$ cat src/include/rtc_consts.svh
`ifndef RTC_CONSTS_SVH
`define RTC_CONSTS_SVH

// ************************************************************
// register map, byte addresses
// ************************************************************
`define RTC_REG_CTRL 5'h00
`define RTC_REG_POL 5'h04
`define RTC_REG_STAT 5'h08
`define RTC_REG_PROC 5'h0C
`define RTC_REG_EVT 5'h10

// ************************************************************
// reset values and field positions
// ************************************************************
`define RTC_CTRL_RST 16'h0000
`define RTC_POL_RST 8'h00
`define RTC_CTRL_AUTO_LSB 8
`define RTC_EVT_LOG_BIT 0

// ************************************************************
// input vector layout
// ************************************************************
`define RTC_IN_GA 0
`define RTC_IN_GB 1
`define RTC_IN_BAKE 2
`define RTC_IN_EMINH 3
`define RTC_IN_KEYINH 4
`define RTC_IN_TA 5
`define RTC_IN_TB 6
`define RTC_IN_LOG 7
`define RTC_IN_IGN 8
`define RTC_IN_FA 9
`define RTC_IN_FB 10
`define RTC_IN_PANINH 11
`define RTC_IN_PROC 12
`define RTC_IN_NUM 20
`define RTC_IN_IDLE 20'hFFFFF

// ************************************************************
// timing
// ************************************************************
`define RTC_CLK_NS 40
`define RTC_FILT_NS 1000

`endif

$ cat src/include/rtc_pkg.sv
package rtc_pkg;
   typedef logic [7:0] rtc_chan_t;
   typedef logic [31:0] rtc_word_t;
   typedef logic [4:0] rtc_addr_t;
   typedef logic [4:0] rtc_fcnt_t;
endpackage : rtc_pkg

$ cat src/verilog/rtc_remote_io.sv
// Function
// - eight outputs, eight inputs, twelve remote inputs
// - ion gauge request: fall on, rise off
// - bake-out request: fall starts, rise stops
// - emission inhibit low forces both emissions off
// - keypad inhibit low blocks gauge keys
// - thermal gauge A: fall off, rise on
// - thermal gauge B: fall off, rise on
// - log erase falling edge clears log
// - ignore high freezes emission, bake, filaments
// - filament select: fall on, rise off
// - panel inhibit low blocks touchscreen, keypad
// - channel outputs are active low
// - per-channel polarity picks activating input level
`include "rtc_consts.svh"
`timescale 1ns/1ps
`default_nettype none

module rtc_remote_io
   import rtc_pkg::*;
(
   input wire logic core_clk, // 25 MHz core clock
   input wire logic nrst, // async reset, active low
   input wire rtc_addr_t address, // avalon byte address
   input wire logic read, // avalon read
   input wire logic write, // avalon write
   input wire rtc_word_t writedata, // avalon write data
   output rtc_word_t readdata, // avalon read data
   output logic waitrequest, // avalon wait
   input wire logic gaugeAEmissionRequest, // pin, edge
   input wire logic gaugeBEmissionRequest, // pin, edge
   input wire logic bakeoutRequest, // pin, edge
   input wire logic emissionInhibitN, // pin, level
   input wire logic gaugeKeypadInhibitN, // pin, level
   input wire logic thermalGaugeAOffRequest, // pin, edge
   input wire logic thermalGaugeBOffRequest, // pin, edge
   input wire logic logEraseN, // pin, falling edge
   input wire logic remoteGaugeIgnore, // pin, level
   input wire logic filamentASelect, // pin, edge
   input wire logic filamentBSelect, // pin, edge
   input wire logic panelInhibitN, // pin, level
   input wire rtc_chan_t procInN, // channel input pins
   output rtc_chan_t chanOutN, // channel outputs, low=active
   output logic ionGaugeAEmission, // gauge A emission on
   output logic ionGaugeBEmission, // gauge B emission on
   output logic degasOn, // degas running
   output logic thermalGaugeAOn, // thermal gauge A on
   output logic thermalGaugeBOn, // thermal gauge B on
   output logic filamentAOn, // filament A selected
   output logic filamentBOn, // filament B selected
   output logic gaugeKeysBlocked, // gauge keys ignored
   output logic panelBlocked, // touchscreen and keypad ignored
   output logic logClearPulse // one-cycle log clear
);

   // ************************************************************
   // reset release
   // ************************************************************
   logic rstMetaR;
   logic rstSyncR;

   always_ff @(posedge core_clk or negedge nrst)
   begin
      if (!nrst)
      begin
         rstMetaR <= 1'b0;
         rstSyncR <= 1'b0;
      end
      else
      begin
         rstMetaR <= 1'b1;
         rstSyncR <= rstMetaR;
      end
   end

   // ************************************************************
   // input synchronisers and glitch filter
   // ************************************************************
   localparam int FILT_CYC =
      (`RTC_FILT_NS + `RTC_CLK_NS - 1) / `RTC_CLK_NS;
   localparam rtc_fcnt_t FILT_LAST = rtc_fcnt_t'(FILT_CYC - 1);

   wire logic [`RTC_IN_NUM-1:0] rawIn;
   logic [`RTC_IN_NUM-1:0] syncAR;
   logic [`RTC_IN_NUM-1:0] syncBR;
   wire logic [`RTC_IN_NUM-1:0] fltR;
   logic [`RTC_IN_NUM-1:0] fltPrevR;
   wire logic [`RTC_IN_NUM-1:0] fall;
   wire logic [`RTC_IN_NUM-1:0] rise;

   // all pins idle high, so flops reset high to avoid false edges
   assign rawIn = {procInN, panelInhibitN, filamentBSelect,
      filamentASelect, remoteGaugeIgnore, logEraseN,
      thermalGaugeBOffRequest, thermalGaugeAOffRequest,
      gaugeKeypadInhibitN, emissionInhibitN, bakeoutRequest,
      gaugeBEmissionRequest, gaugeAEmissionRequest};

   always_ff @(posedge core_clk or negedge rstSyncR)
   begin
      if (!rstSyncR)
      begin
         syncAR <= `RTC_IN_IDLE;
         syncBR <= `RTC_IN_IDLE;
         fltPrevR <= `RTC_IN_IDLE;
      end
      else
      begin
         syncAR <= rawIn;
         syncBR <= syncAR;
         fltPrevR <= fltR;
      end
   end

   genvar gi;
   generate
      for (gi = 0; gi < `RTC_IN_NUM; gi++)
      begin : g_filt
         rtc_fcnt_t cntR;
         logic bitR;
         // one process per bit, so the vector is gathered as a net
         assign fltR[gi] = bitR;
         // a level must hold FILT_CYC cycles before it is believed
         always_ff @(posedge core_clk or negedge rstSyncR)
         begin
            if (!rstSyncR)
            begin
               cntR <= '0;
               bitR <= 1'b1;
            end
            else if (syncBR[gi] == bitR)
               cntR <= '0;
            else if (cntR == FILT_LAST)
            begin
               cntR <= '0;
               bitR <= syncBR[gi];
            end
            else
               cntR <= cntR + 5'h01;
         end
      end
   endgenerate

   assign fall = fltPrevR & ~fltR;
   assign rise = ~fltPrevR & fltR;

   // ************************************************************
   // remote control decoding
   // ************************************************************
   wire logic ignore;
   wire logic emisOk;
   wire logic emisANxt;
   wire logic emisBNxt;
   wire logic degasNxt;
   wire logic filANxt;
   wire logic filBNxt;
   wire logic thermANxt;
   wire logic thermBNxt;

   function automatic logic edgeNext(input logic cur,
      input logic setEv, input logic clrEv);
      edgeNext = setEv ? 1'b1 : (clrEv ? 1'b0 : cur);
   endfunction : edgeNext

   assign ignore = fltR[`RTC_IN_IGN];
   assign emisOk = fltR[`RTC_IN_EMINH];
   // lockout clears emission; a fresh falling edge is needed after it
   assign emisANxt = emisOk & edgeNext(ionGaugeAEmission,
      fall[`RTC_IN_GA] & ~ignore, rise[`RTC_IN_GA] & ~ignore);
   assign emisBNxt = emisOk & edgeNext(ionGaugeBEmission,
      fall[`RTC_IN_GB] & ~ignore, rise[`RTC_IN_GB] & ~ignore);
   assign degasNxt = edgeNext(degasOn, fall[`RTC_IN_BAKE] & ~ignore,
      rise[`RTC_IN_BAKE] & ~ignore);
   assign filANxt = edgeNext(filamentAOn, fall[`RTC_IN_FA] & ~ignore,
      rise[`RTC_IN_FA] & ~ignore);
   assign filBNxt = edgeNext(filamentBOn, fall[`RTC_IN_FB] & ~ignore,
      rise[`RTC_IN_FB] & ~ignore);
   assign thermANxt = edgeNext(thermalGaugeAOn, rise[`RTC_IN_TA],
      fall[`RTC_IN_TA]);
   assign thermBNxt = edgeNext(thermalGaugeBOn, rise[`RTC_IN_TB],
      fall[`RTC_IN_TB]);

   always_ff @(posedge core_clk or negedge rstSyncR)
   begin
      if (!rstSyncR)
      begin
         ionGaugeAEmission <= 1'b0;
         ionGaugeBEmission <= 1'b0;
         degasOn <= 1'b0;
         filamentAOn <= 1'b0;
         filamentBOn <= 1'b0;
         thermalGaugeAOn <= 1'b1;
         thermalGaugeBOn <= 1'b1;
         gaugeKeysBlocked <= 1'b0;
         panelBlocked <= 1'b0;
         logClearPulse <= 1'b0;
      end
      else
      begin
         ionGaugeAEmission <= emisANxt;
         ionGaugeBEmission <= emisBNxt;
         degasOn <= degasNxt;
         filamentAOn <= filANxt;
         filamentBOn <= filBNxt;
         thermalGaugeAOn <= thermANxt;
         thermalGaugeBOn <= thermBNxt;
         gaugeKeysBlocked <= ~fltR[`RTC_IN_KEYINH];
         panelBlocked <= ~fltR[`RTC_IN_PANINH];
         logClearPulse <= fall[`RTC_IN_LOG];
      end
   end

   // ************************************************************
   // process channels
   // ************************************************************
   rtc_chan_t manualR;
   rtc_chan_t autoR;
   rtc_chan_t polR;
   wire rtc_chan_t procLvl;
   wire rtc_chan_t chanAct;

   assign procLvl = fltR[`RTC_IN_PROC +: 8];
   // polarity bit 1 means a high input activates the channel
   assign chanAct = (autoR & ~(procLvl ^ polR))
      | (~autoR & manualR);

   always_ff @(posedge core_clk or negedge rstSyncR)
   begin
      if (!rstSyncR)
         chanOutN <= 8'hFF;
      else
         chanOutN <= ~chanAct;
   end

   // ************************************************************
   // avalon slave, one wait cycle per access
   // ************************************************************
   wire logic req;
   wire logic wrEff;
   wire logic hitCtrl;
   wire logic hitPol;
   wire logic hitStat;
   wire logic hitProc;
   wire logic hitEvt;
   wire rtc_word_t rdMux;
   logic logEvtR;

   assign req = read | write;
   assign wrEff = write & ~waitrequest;
   assign hitCtrl = address == `RTC_REG_CTRL;
   assign hitPol = address == `RTC_REG_POL;
   assign hitStat = address == `RTC_REG_STAT;
   assign hitProc = address == `RTC_REG_PROC;
   assign hitEvt = address == `RTC_REG_EVT;
   // unmapped addresses read zero and ignore writes
   assign rdMux =
      ({32{hitCtrl}} & {16'h0000, autoR, manualR})
      | ({32{hitPol}} & {24'h000000, polR})
      | ({32{hitStat}} & {20'h00000, ignore, panelBlocked,
         gaugeKeysBlocked, ~emisOk, filamentBOn, filamentAOn,
         thermalGaugeBOn, thermalGaugeAOn, degasOn,
         ionGaugeBEmission, ionGaugeAEmission, 1'b0})
      | ({32{hitProc}} & {16'h0000, ~chanOutN, procLvl})
      | ({32{hitEvt}} & {31'h00000000, logEvtR});

   always_ff @(posedge core_clk or negedge rstSyncR)
   begin
      if (!rstSyncR)
      begin
         waitrequest <= 1'b1;
         readdata <= '0;
      end
      else
      begin
         waitrequest <= ~(req & waitrequest);
         if (read & waitrequest)
            readdata <= rdMux;
      end
   end

   always_ff @(posedge core_clk or negedge rstSyncR)
   begin
      if (!rstSyncR)
      begin
         manualR <= 8'(`RTC_CTRL_RST);
         autoR <= 8'(`RTC_CTRL_RST >> `RTC_CTRL_AUTO_LSB);
         polR <= `RTC_POL_RST;
      end
      else if (wrEff & hitCtrl)
      begin
         manualR <= writedata[7:0];
         autoR <= writedata[`RTC_CTRL_AUTO_LSB +: 8];
      end
      else if (wrEff & hitPol)
         polR <= writedata[7:0];
   end

   // sticky log-clear flag; a new edge wins over a clear
   always_ff @(posedge core_clk or negedge rstSyncR)
   begin
      if (!rstSyncR)
         logEvtR <= 1'b0;
      else if (fall[`RTC_IN_LOG])
         logEvtR <= 1'b1;
      else if (wrEff & hitEvt & writedata[`RTC_EVT_LOG_BIT])
         logEvtR <= 1'b0;
   end
endmodule : rtc_remote_io

`default_nettype wire
$ cat config.mk
export PLATFORM = sky130hd
export DESIGN_NAME = rtc_remote_io
export DESIGN_NICKNAME = d
export VERILOG_FILES = /design/src/include/rtc_pkg.sv /design/src/verilog/rtc_remote_io.sv
export VERILOG_INCLUDE_DIRS = /design/src /design/src/include
export SDC_FILE = /design/constraint.sdc
export NUM_CORES = 1
export LEC_CHECK = 0
export ABC_AREA = 1
export BUFFER_PORTS_ARGS = -buffer_cell sky130_fd_sc_hd__buf_4
export CAP_MARGIN = 10
export CELL_PAD_IN_SITES_DETAIL_PLACEMENT = 1
export CELL_PAD_IN_SITES_GLOBAL_PLACEMENT = 2
export CORE_ASPECT_RATIO = 2
export CORE_MARGIN = 2
export CORE_UTILIZATION = 38
export DETAILED_ROUTE_END_ITERATION = 10
export GPL_TIMING_DRIVEN = 0
export PLACE_DENSITY = 0.79
export SETUP_SLACK_MARGIN = 0.05
export SYNTH_ARGS = -nofsm -noshare
export SYNTH_HDL_FRONTEND = slang
export SYNTH_SLANG_ARGS = --single-unit
$ cat constraint.sdc
create_clock -name core_clk -period 8.7 [get_ports core_clk]
set_clock_uncertainty 0.2 [all_clocks]
set_input_delay 0.87 -clock core_clk [delete_from_list [all_inputs] [get_ports core_clk]]
set_output_delay 0.87 -clock core_clk [all_outputs]
set_load 0.005 [all_outputs]
==> metrics.txt, run 1 <==
Setup CP Type=reg2out; maximum vdd drop=157 uV; Root Buffer Master=clkbuf_16; initial antenna violation count=0; critical path depth in cells=1; nets=1176; Least-Margin Pin Slew=0.583 ns; Ports=112; worst hold slack=0.145 ns; min Tclk post-route=2.30 ns; crit-path max FO=3; First-pass DRT Iterations=4; via count=6814; Final Cycle Share=0.265; crit-path max cell delay=0.59 ns; Initial Utilization=0.386; M2 GR Usage=0.332; horizontal die dimension=119 um; Pwr Density=198 mW/mm2; top cell family by delay on the critical path=flip-flops; commonest non-fill, non-tap cell in the layout=dfrtp_1; hpwl dp=16800 um; clock slew at reported path FFs=0.06 ns; GR peak layer=met2; site row count=84; Antenna Cells=0; post-synthesis cell count=951; first-pass GRT wire length=38300 um; status=completed; grt total ovfl=0; vias in the first global route=7658; Worst slew margin=0.611; Leakage=5.63 nW; CTS Buf Count=22; GRT Overall Usage=0.170; Yosys reg bits=230; biggest area consumer among synthesized cells=dfrtp_1; final slew viol count=0; GP Congestion=0.795; fin cells=1433; most frequent cells in the layout=dfrtp_1, nor2_1, inv_1, buf_4, dfstp_2; total power=2.39 mW; CP bufs+invs=1; area grow syn2layout=18.6%; crit end category=output port; Reg area=0.00586 mm2; crit path DAT=1.23 ns; met1 GRT Util=0.179; Final Hold Viols=0; worst path cell trace=buf_4; area of the die=0.0281 mm2; HP Class=reg2async; startpoint types=flip-flop; setup bufs post-CTS=0; Crit-path slowest cell=dfstp_2; FILL cells=2937; clock sink total=230; max-cap violation count=0; core area=0.0263 mm2; CTS tree=yes; dpl ws=6.37 ns; GRT met3 Usage=0.0255; Clock Latency Late Sink=0.52 ns; mapped cell area=0.0101 mm2; Yosys cell types=36; # H-tree levels=1; layout cell share with drive strength beyond 1=0.253; total wire length=22700 um; Cells after DPL=1392; top area cells in the synthesized netlist=dfrtp_1, dfstp_2, ha_1, nor2_1, inv_1; DP Area=0.0113 mm2; Synth Warn #=0; Die H=235 um; Worst Path Required=7.63 ns; Longest Clk Path Bufs=3; register area share after synthesis=0.578; setup violators final=0; R2R cell count=6; footprint of the multi-input gates=0.00355 mm2; Avg Vias per Cell=4.76; achievable frequency=0.434 GHz; PortBufs=78; largest net degree at the start of global routing=60; RSZ-0062 raised after global routing=false; DRC viols=0; Synth Area per Inst=10.7 um2; post-route worst setup slack=6.40 ns; post-synth top area share=0.373; DRT iter0 DRCs=232; Post-Layout Inst Area=0.0120 mm2; final antenna-violating net count=0; DR WL/cell=15.9 um
[through the flow]
step / util / setup TNS, ns
global placement: 0.427 / -174.19
global route: 0.457 / 0
CTS: 0.457 / 0
finish: 0.457 / 0
floorplan: - / 0
detailed placement: 0.431 / 0
[flip-flops by register name, indices dropped and copies added (netlist names), 16 cells and up]
name         count
g_filt.bitR     19
syncAR          20
g_filt.cntR    100
syncBR          20
readdata        16
[Yosys cell counts (all sizes together)]
master and instances:
mux2 12, nor3 1, o21ai 59, nor3b 6, nand4 54, conb 2, dfrtp 151, xor2 45
inv 126, nor2 133, dfstp 79, a21oi 23, buf 34, and2 13, o211ai 3, xnor2 24
ha 42, nand2 76, o21a 10, nand3 58
[final cells by class]
cell class | instances | share of cell area
clock buffer | 33 | 0.0527
clock inverter | 7 | 0.00521
inverter | 126 | 0.0396
multi-input combinational | 576 | 0.296
timing repair buffer | 83 | 0.0581
buffer | 34 | 0.0255
sequential | 230 | 0.487
tap | 344 | 0.0358
[repair_timing]
action,CTS,global route
resized for setup,0,0
hold endpoints to repair,2,0
hold buffers,1,0
endpoints found under the setup margin,0,0
[cells by family after synthesis]
family,synth area share
compound gates,0.0583
xor+xnor,0.0596
fa+ha+maj,0.0519
buf+inv,0.0772
flops,0.578
mux,0.0133
other cells,0.000741
simple gates,0.161
[layer usage]
layer	share of wire	routed length, um
met5	0	0
met2	0.57	12900
met4	0.031	711
met1	0.36	8270
met3	0.037	838
[final timing paths]
| check | startpoint | to | slack [ns] |
|---|---|---|---|
| max | thermalGaugeAOn$_DFFE_PN1P_ | thermalGaugeAOn | 6.40 |
| min | rstSyncR$_DFF_PN0_ | g_filt[16].cntR[3]$_DFF_PN0_ | 0.15 |
| max reg2reg | waitrequest$_DFF_PN1_ | readdata[11]$_DFFE_PN0P_ | 6.88 |
| min reg2reg | rstSyncR$_DFF_PN0_ | g_filt[16].cntR[3]$_DFF_PN0_ | 0.15 |
| max in group asynchronous | rstSyncR$_DFF_PN0_ | chanOutN[6]$_DFF_PN1_ | 7.14 |
| min in group core_clk | rstMetaR$_DFF_PN0_ | rstSyncR$_DFF_PN0_ | 0.15 |
[power by group]
part	switching [mW]	total, mW	internal, mW
sequential	0.0612	1.21	1.15
combinational	0.119	0.226	0.107
clock	0.411	0.945	0.534
Power figures use the tool's default switching activity.
==> run 2, diff against run 1 <==
==> constraint.sdc (replaced) <==
create_clock -name core_clk -period 2.2 [get_ports core_clk]
set_clock_uncertainty 0.2 [all_clocks]
set_input_delay 0.22 -clock core_clk [delete_from_list [all_inputs] [get_ports core_clk]]
set_output_delay 0.22 -clock core_clk [all_outputs]
set_load 0.005 [all_outputs]
==> run 2 against run 1 <==
Worst setup slack worse by 6.3 ns. Via count up 2.5%. Critical path type is now reg2reg. Hold slack better by 0.0033 ns. Total power rose to 4.1 times the previous value. Highest routed layer unchanged. Utilization up 2.0 points. Design area up 4.4%. Die area unchanged. Critical path depth up 4. Count of clock-buffer cells in the layout unchanged. Combinational power rose to 4.2 times the previous value. Sequential power rose to 4.0 times the previous value.
==> metrics.txt, run 2 (same netlist as run 1, synthesis figures left out) <==
# H-tree levels=1; clock slew at reported path FFs=0.07 ns; CP bufs+invs=1; Avg Vias per Cell=4.71; commonest non-fill, non-tap cell in the layout=dfrtp_1; CTS resizes=0; First-pass DRT Iterations=4; Ports=112; startpoint types=flip-flop; maximum vdd drop=484 uV; final slew viol count=0; Clk pwr share=0.410; Net Sw Frac=0.244; total wire length=23200 um; achievable frequency=0.479 GHz; reg-to-reg critical path startpoint=waitrequest$_DFF_PN1_; setup violators final=0; worst path cell trace=nor2_2, nand4_4, dlygate4sd3_1, nand2_1, o21ai_2; sw power=2.39 mW; Seq pwr share=0.492; site row count=84; DRT iter0 DRCs=193; vias in the first global route=7573; HP Class=in2reg; FILL cells=2949; initial antenna violation count=0; horizontal die dimension=119 um; DRC viols=0; Final Hold Viols=0; crit-path max FO=5; Final Cycle Share=0.949; setup tns final=0 ns; Pwr Density=778 mW/mm2; reg2reg setup slack=0.11 ns; Comb pwr share=0.098; Clock Latency Late Sink=0.52 ns; PortBufs=78; Die H=235 um; CTS tree=yes; worst hold path endpoint=syncAR[1]$_DFF_PN1_; Leakage=5.86 nW; Root Buffer Master=clkbuf_16; nets=1224; Largest register FFs=100; crit end category=flip-flop; min Tclk post-route=2.09 ns; Worst Path Required=2.41 ns; crit path DAT=2.30 ns; clock sink total=230; largest net degree at the start of global routing=68; largest register by flop count=g_filt.cntR; Worst Hold Path Cells=2; RSZ-0062 raised after global routing=false; Regs by FF count=g_filt.cntR (100), syncAR (20), syncBR (20); Worst slew margin=0.473; layout cell share with drive strength beyond 1=0.245; most frequent cells in the layout=dfrtp_1, nor2_1, inv_1, buf_4, dfstp_2; CTS Buf Count=23; Least-Margin Pin Slew=0.791 ns; first-pass GRT wire length=39000 um; R2R Path End=polR[4]$_DFFE_PN0P_; footprint of the multi-input gates=0.00355 mm2; Longest Clk Path Bufs=3; DP Area=0.0113 mm2; area grow syn2layout=23.8%; Post-Layout Inst Area=0.0125 mm2; core area=0.0263 mm2; R2R cell count=5; Antenna Cells=0; hold_sp=gaugeBEmissionRequest; grt total ovfl=0; Pint=7.37 mW; top cell family by delay on the critical path=buffers and inverters; Hold Buf Count CTS=49; hpwl dp=16500 um; Crit-path slowest cell=dlygate4sd3_1; GRT Overall Usage=0.173; Initial Utilization=0.386; Setup CP Type=reg2reg; via count=6982; area of the die=0.0281 mm2; GP Congestion=0.797; status=completed; max-cap violation count=0; crit-path max cell delay=0.73 ns; Reg area=0.00586 mm2; DR WL/cell=15.7 um; final antenna-violating net count=0; setup bufs post-CTS=0
==> run 2: how the worst max path moves through the flow <==
stage | start | end | slack [ns] | cells past startpoint
finish | waitrequest$_DFF_PN1_ | polR[4]$_DFFE_PN0P_ | 0.11 | 5
global route | waitrequest$_DFF_PN1_ | polR[3]$_DFFE_PN0P_ | 0.06 | 5
CTS | waitrequest$_DFF_PN1_ | polR[3]$_DFFE_PN0P_ | 0.12 | 5
detailed placement | waitrequest$_DFF_PN1_ | readdata[11]$_DFFE_PN0P_ | 0.34 | 6
global placement | rstSyncR$_DFF_PN0_ | g_filt[17].cntR[3]$_DFF_PN0_ | -1.22 | 0
floorplan | rstSyncR$_DFF_PN0_ | autoR[0]$_DFFE_PN0P_ | -0.28 | 0
==> run 2: stage by stage <==
stage          cells   util  setup slack [ns]  power [mW]  hold WS (ns)
6_report        1481  0.477             0.111        9.76         0.148
3_3_place_gp    1388  0.427             -1.22        5.73        -0.197
5_1_grt         1481  0.477            0.0578        10.3         0.135
4_1_cts         1481  0.477             0.118        9.95         0.122
2_1_floorplan    966      -            -0.281        5.34        -0.276
3_5_place_dp    1391  0.430             0.342        5.79        -0.195
==> run 2: layer usage <==
| metal | GRT usage | routed length [um] | part of all wire | vias up |
|---|---|---|---|---|
| met5 | 0 | 0 | 0 | - |
| met4 | 0.0613 | 670 | 0.029 | 0 |
| met3 | 0.0260 | 870 | 0.038 | 32 |
| met2 | 0.332 | 13000 | 0.56 | 116 |
| met1 | 0.188 | 8660 | 0.37 | 3478 |
| li1 | - | - | - | 3356 |
==> run 2: power groups by stage <==
stage               combinational (mW)  sequential (mW)  clock (mW)
floorplan                        0.486             4.86           0
finish                           0.955             4.81        4.00
global route                      1.09             4.85        4.31
detailed placement               0.902             4.89           0
CTS                              0.980             4.81        4.15
global placement                 0.792             4.94           0
==> run 2: cell type report <==
type / count / share of cell area
Timing Repair Buffer: 130 / 0.0924
Sequential cell: 230 / 0.467
Inverter: 126 / 0.0379
Multi-Input combinational cell: 576 / 0.283
Tap cell: 344 / 0.0343
Clock inverter: 8 / 0.00788
Clock buffer: 33 / 0.0529
Buffer: 34 / 0.0244
==> run 3, diff against run 2 <==
--- a/config.mk
+++ b/config.mk
@@ -6,17 +6,16 @@
 export SDC_FILE = /design/constraint.sdc
 export NUM_CORES = 1
 export LEC_CHECK = 0
-export ABC_AREA = 1
 export BUFFER_PORTS_ARGS = -buffer_cell sky130_fd_sc_hd__buf_4
 export CAP_MARGIN = 10
 export CELL_PAD_IN_SITES_DETAIL_PLACEMENT = 1
 export CELL_PAD_IN_SITES_GLOBAL_PLACEMENT = 2
 export CORE_ASPECT_RATIO = 2
 export CORE_MARGIN = 2
-export CORE_UTILIZATION = 38
+export CORE_UTILIZATION = 43
 export DETAILED_ROUTE_END_ITERATION = 10
 export GPL_TIMING_DRIVEN = 0
-export PLACE_DENSITY = 0.79
+export PLACE_DENSITY = 0.84
 export SETUP_SLACK_MARGIN = 0.05
 export SYNTH_ARGS = -nofsm -noshare
 export SYNTH_HDL_FRONTEND = slang
==> constraint.sdc (replaced) <==
create_clock -name core_clk -period 2.45 [get_ports core_clk]
set_clock_uncertainty 0.2 [all_clocks]
set_input_delay 0.245 -clock core_clk [delete_from_list [all_inputs] [get_ports core_clk]]
set_output_delay 0.245 -clock core_clk [all_outputs]
set_load 0.005 [all_outputs]
==> run 3 against run 2 <==
Flip-flop and latch count is the same. Count of clock-buffer cells in the layout shrank 4. Area after synthesis shrank 4.5%. Via count shrank 14%. Critical path type is now reg2async. Critical path depth shrank 2. Non-clock buffer count shrank 11. Utilization grew 6.3 points. Wire length shrank 8.5%. Critical endpoint is now g_filt[11].bitR$_DFFE_PN1P_. Total power shrank 13%. Synthesized cell count shrank 22%. Sequential share of layout area grew 2.4 points. Register-to-register slack gained 0.25 ns.
==> metrics.txt, run 3 <==
status=completed; core area=0.0221 mm2; GRT Overall Usage=0.188; startpoint types=flip-flop; fin cells=1202; reg-to-reg critical path startpoint=rstSyncR$_DFF_PN0_; mapped cell area=0.00968 mm2; dpl ws=0.290 ns; register area share after synthesis=0.605; Initial Utilization=0.439; top area cells in the synthesized netlist=dfrtp_1, dfstp_2, ha_1, xor2_1, mux2_2; DRT iter0 DRCs=206; Die H=216 um; maximum vdd drop=594 uV; Clk pwr share=0.407; achievable frequency=0.479 GHz; Post-Layout Inst Area=0.0119 mm2; hpwl dp=15300 um; Pwr Density=708 mW/mm2; Ports=112; Final Cycle Share=0.852; CTS resizes=0; GP Congestion=0.787; Least-Margin Pin Slew=0.735 ns; area of the die=0.0238 mm2; layout cell share with drive strength beyond 1=0.300; Cells after DPL=1116; first-pass GRT wire length=34900 um; commonest non-fill, non-tap cell in the layout=dfrtp_1; largest register by flop count=g_filt.cntR; CTS tree=yes; Post-synth EDFFs=0; biggest area consumer among synthesized cells=dfrtp_1; HP Class=reg2reg; largest net degree at the start of global routing=65; Clock Latency Late Sink=0.51 ns; crit end category=async pin; DP Area=0.0107 mm2; Post-synth ARST share=1.00; Net Sw Frac=0.231; max-cap violation count=0; site row count=77; Synth Area per Inst=13.0 um2; Final Hold Viols=0; hold_sp=rstMetaR$_DFF_PN0_; horizontal die dimension=110 um; most frequent cells in the layout=dfrtp_1, buf_4, nor2_1, dfstp_2, xor2_1; nets=1013; clock sink total=230; Synth Warn #=0; crit-path max FO=64; Yosys reg bits=230; total wire length=21200 um; First-pass DRT Iterations=4; Largest register FFs=100; CP bufs+invs=3; Avg Vias per Cell=4.97; Yosys cell types=40; final antenna-violating net count=0; post-synthesis cell count=744; DR WL/cell=17.7 um; initial antenna violation count=2; grt total ovfl=0; final slew viol count=0; post-route worst setup slack=0.362 ns; crit-path max cell delay=0.91 ns; vias in the first global route=6992; Crit-path slowest cell=dfrtp_4; CTS Buf Count=21; PortBufs=78; Hold Buf Count CTS=47; DRC viols=0; Worst Path Required=2.87 ns; via count=5977; Main synth FF type=dfrtp_1; post-synth top area share=0.390; min Tclk post-route=2.09 ns; # H-tree levels=1; most common cell in the synthesized netlist=dfrtp_1; area grow syn2layout=23.3%; CP dominant cell by count=buf_16; top cells by count, synth=dfrtp_1, nor2_1, dfstp_2; setup bufs post-CTS=0; Seq pwr share=0.506; Pint=6.49 mW; FILL cells=2234; worst setup path startpoint=rstSyncR$_DFF_PN0_; crit path DAT=2.50 ns; Setup CP Type=reg2async; Comb pwr share=0.088; worst path cell trace=buf_16, buf_16, buf_12; Longest Clk Path Bufs=3; Root Buffer Master=clkbuf_16; setup violators final=0; RSZ-0062 raised after global routing=false; sw power=1.95 mW; top cell family by delay on the critical path=buffers and inverters; Leakage=5.59 nW; Regs by FF count=g_filt.cntR (100), syncAR (20), syncBR (20); clock slew at reported path FFs=0.06 ns; total power=8.45 mW; Worst slew margin=0.510
-- run 3: cell types whose count changed in the layout (fill, tap and decap cells not counted), sizes merged, moves of 19 or more --
cell,before,now
inv,127,45
nand4,54,2
nand2,76,29
nand4b,0,20
o21ai,59,13
mux2,12,47
a21oi,23,4
nor2,133,81
-- run 3: logic make-up after synthesis --
group                    Yosys count  share of synthesized area
AND/OR/NAND/NOR                  206                      0.109
buffers and inverters             70                     0.0364
AO/OA/AOI/OAI                     43                     0.0310
multiplexers                      63                     0.0841
adder cells (fa/ha/maj)           42                     0.0543
flip-flops                       230                      0.605
other                              2                   0.000776
XOR/XNOR                          88                     0.0796
-- run 3: layer usage --
| layer | vias up | global-route usage | share of wire |
|---|---|---|---|
| li1 | 2777 | - | - |
| met1 | 3080 | 0.200 | 0.36 |
| met2 | 91 | 0.364 | 0.58 |
| met3 | 29 | 0.0229 | 0.032 |
| met4 | 0 | 0.0692 | 0.026 |
| met5 | - | 0 | 0 |
-- run 3: final timing paths --
| kind | end | slack (ns) | depth (start not counted) |
|---|---|---|---|
| worst min register to register | rstSyncR$_DFF_PN0_ | 0.15 | 0 |
| max in group core_clk | autoR[3]$_DFFE_PN0P_ | 0.36 | 4 |
| min in group asynchronous | manualR[4]$_DFFE_PN0P_ | 0.20 | 0 |
| worst min-delay path | rstSyncR$_DFF_PN0_ | 0.15 | 0 |
| worst max register to register | g_filt[11].bitR$_DFFE_PN1P_ | 0.36 | 3 |
| worst max-delay path | g_filt[11].bitR$_DFFE_PN1P_ | 0.36 | 3 |
-- run 3: power by group through the flow --
| stage | combinational, mW | clock, mW | sequential, mW |
|---|---|---|---|
| 5_1_grt | 0.828 | 3.70 | 4.30 |
| 4_1_cts | 0.757 | 3.55 | 4.27 |
| 6_report | 0.740 | 3.44 | 4.27 |
| 3_5_place_dp | 0.683 | 0 | 4.34 |
| 3_3_place_gp | 0.569 | 0 | 4.36 |
| 2_1_floorplan | 0.376 | 0 | 4.32 |
-- run 3: worst register-to-register path: stages (launching register included) --
cell,delay (ns)
dfrtp_4,0.91
buf_16,0.36
buf_16,0.38
buf_12,0.33
-- run 3: metrics by stage --
stage                     setup TNS, ns  hold slack [ns]   util
final                                 0            0.152  0.541
after global routing                  0            0.157  0.541
after CTS                             0            0.148  0.541
after detailed placement              0           -0.169  0.487
after global placement          -108.18           -0.172  0.484
after floorplan                   -4.60           -0.251      -
-- run 3: cell type report --
| class | instances | area (um2) | area share |
|---|---|---|---|
| buffer | 25 | 184 | 0.0154 |
| clock inverter | 8 | 118 | 0.00985 |
| tap | 276 | 345 | 0.0289 |
| clock buffer | 29 | 596 | 0.0499 |
| antenna | 2 | 5.00 | 0.000419 |
| inverter | 45 | 169 | 0.0142 |
| multi-input combinational | 459 | 3530 | 0.296 |
| timing repair buffer | 128 | 1130 | 0.0948 |
| sequential | 230 | 5860 | 0.491 |
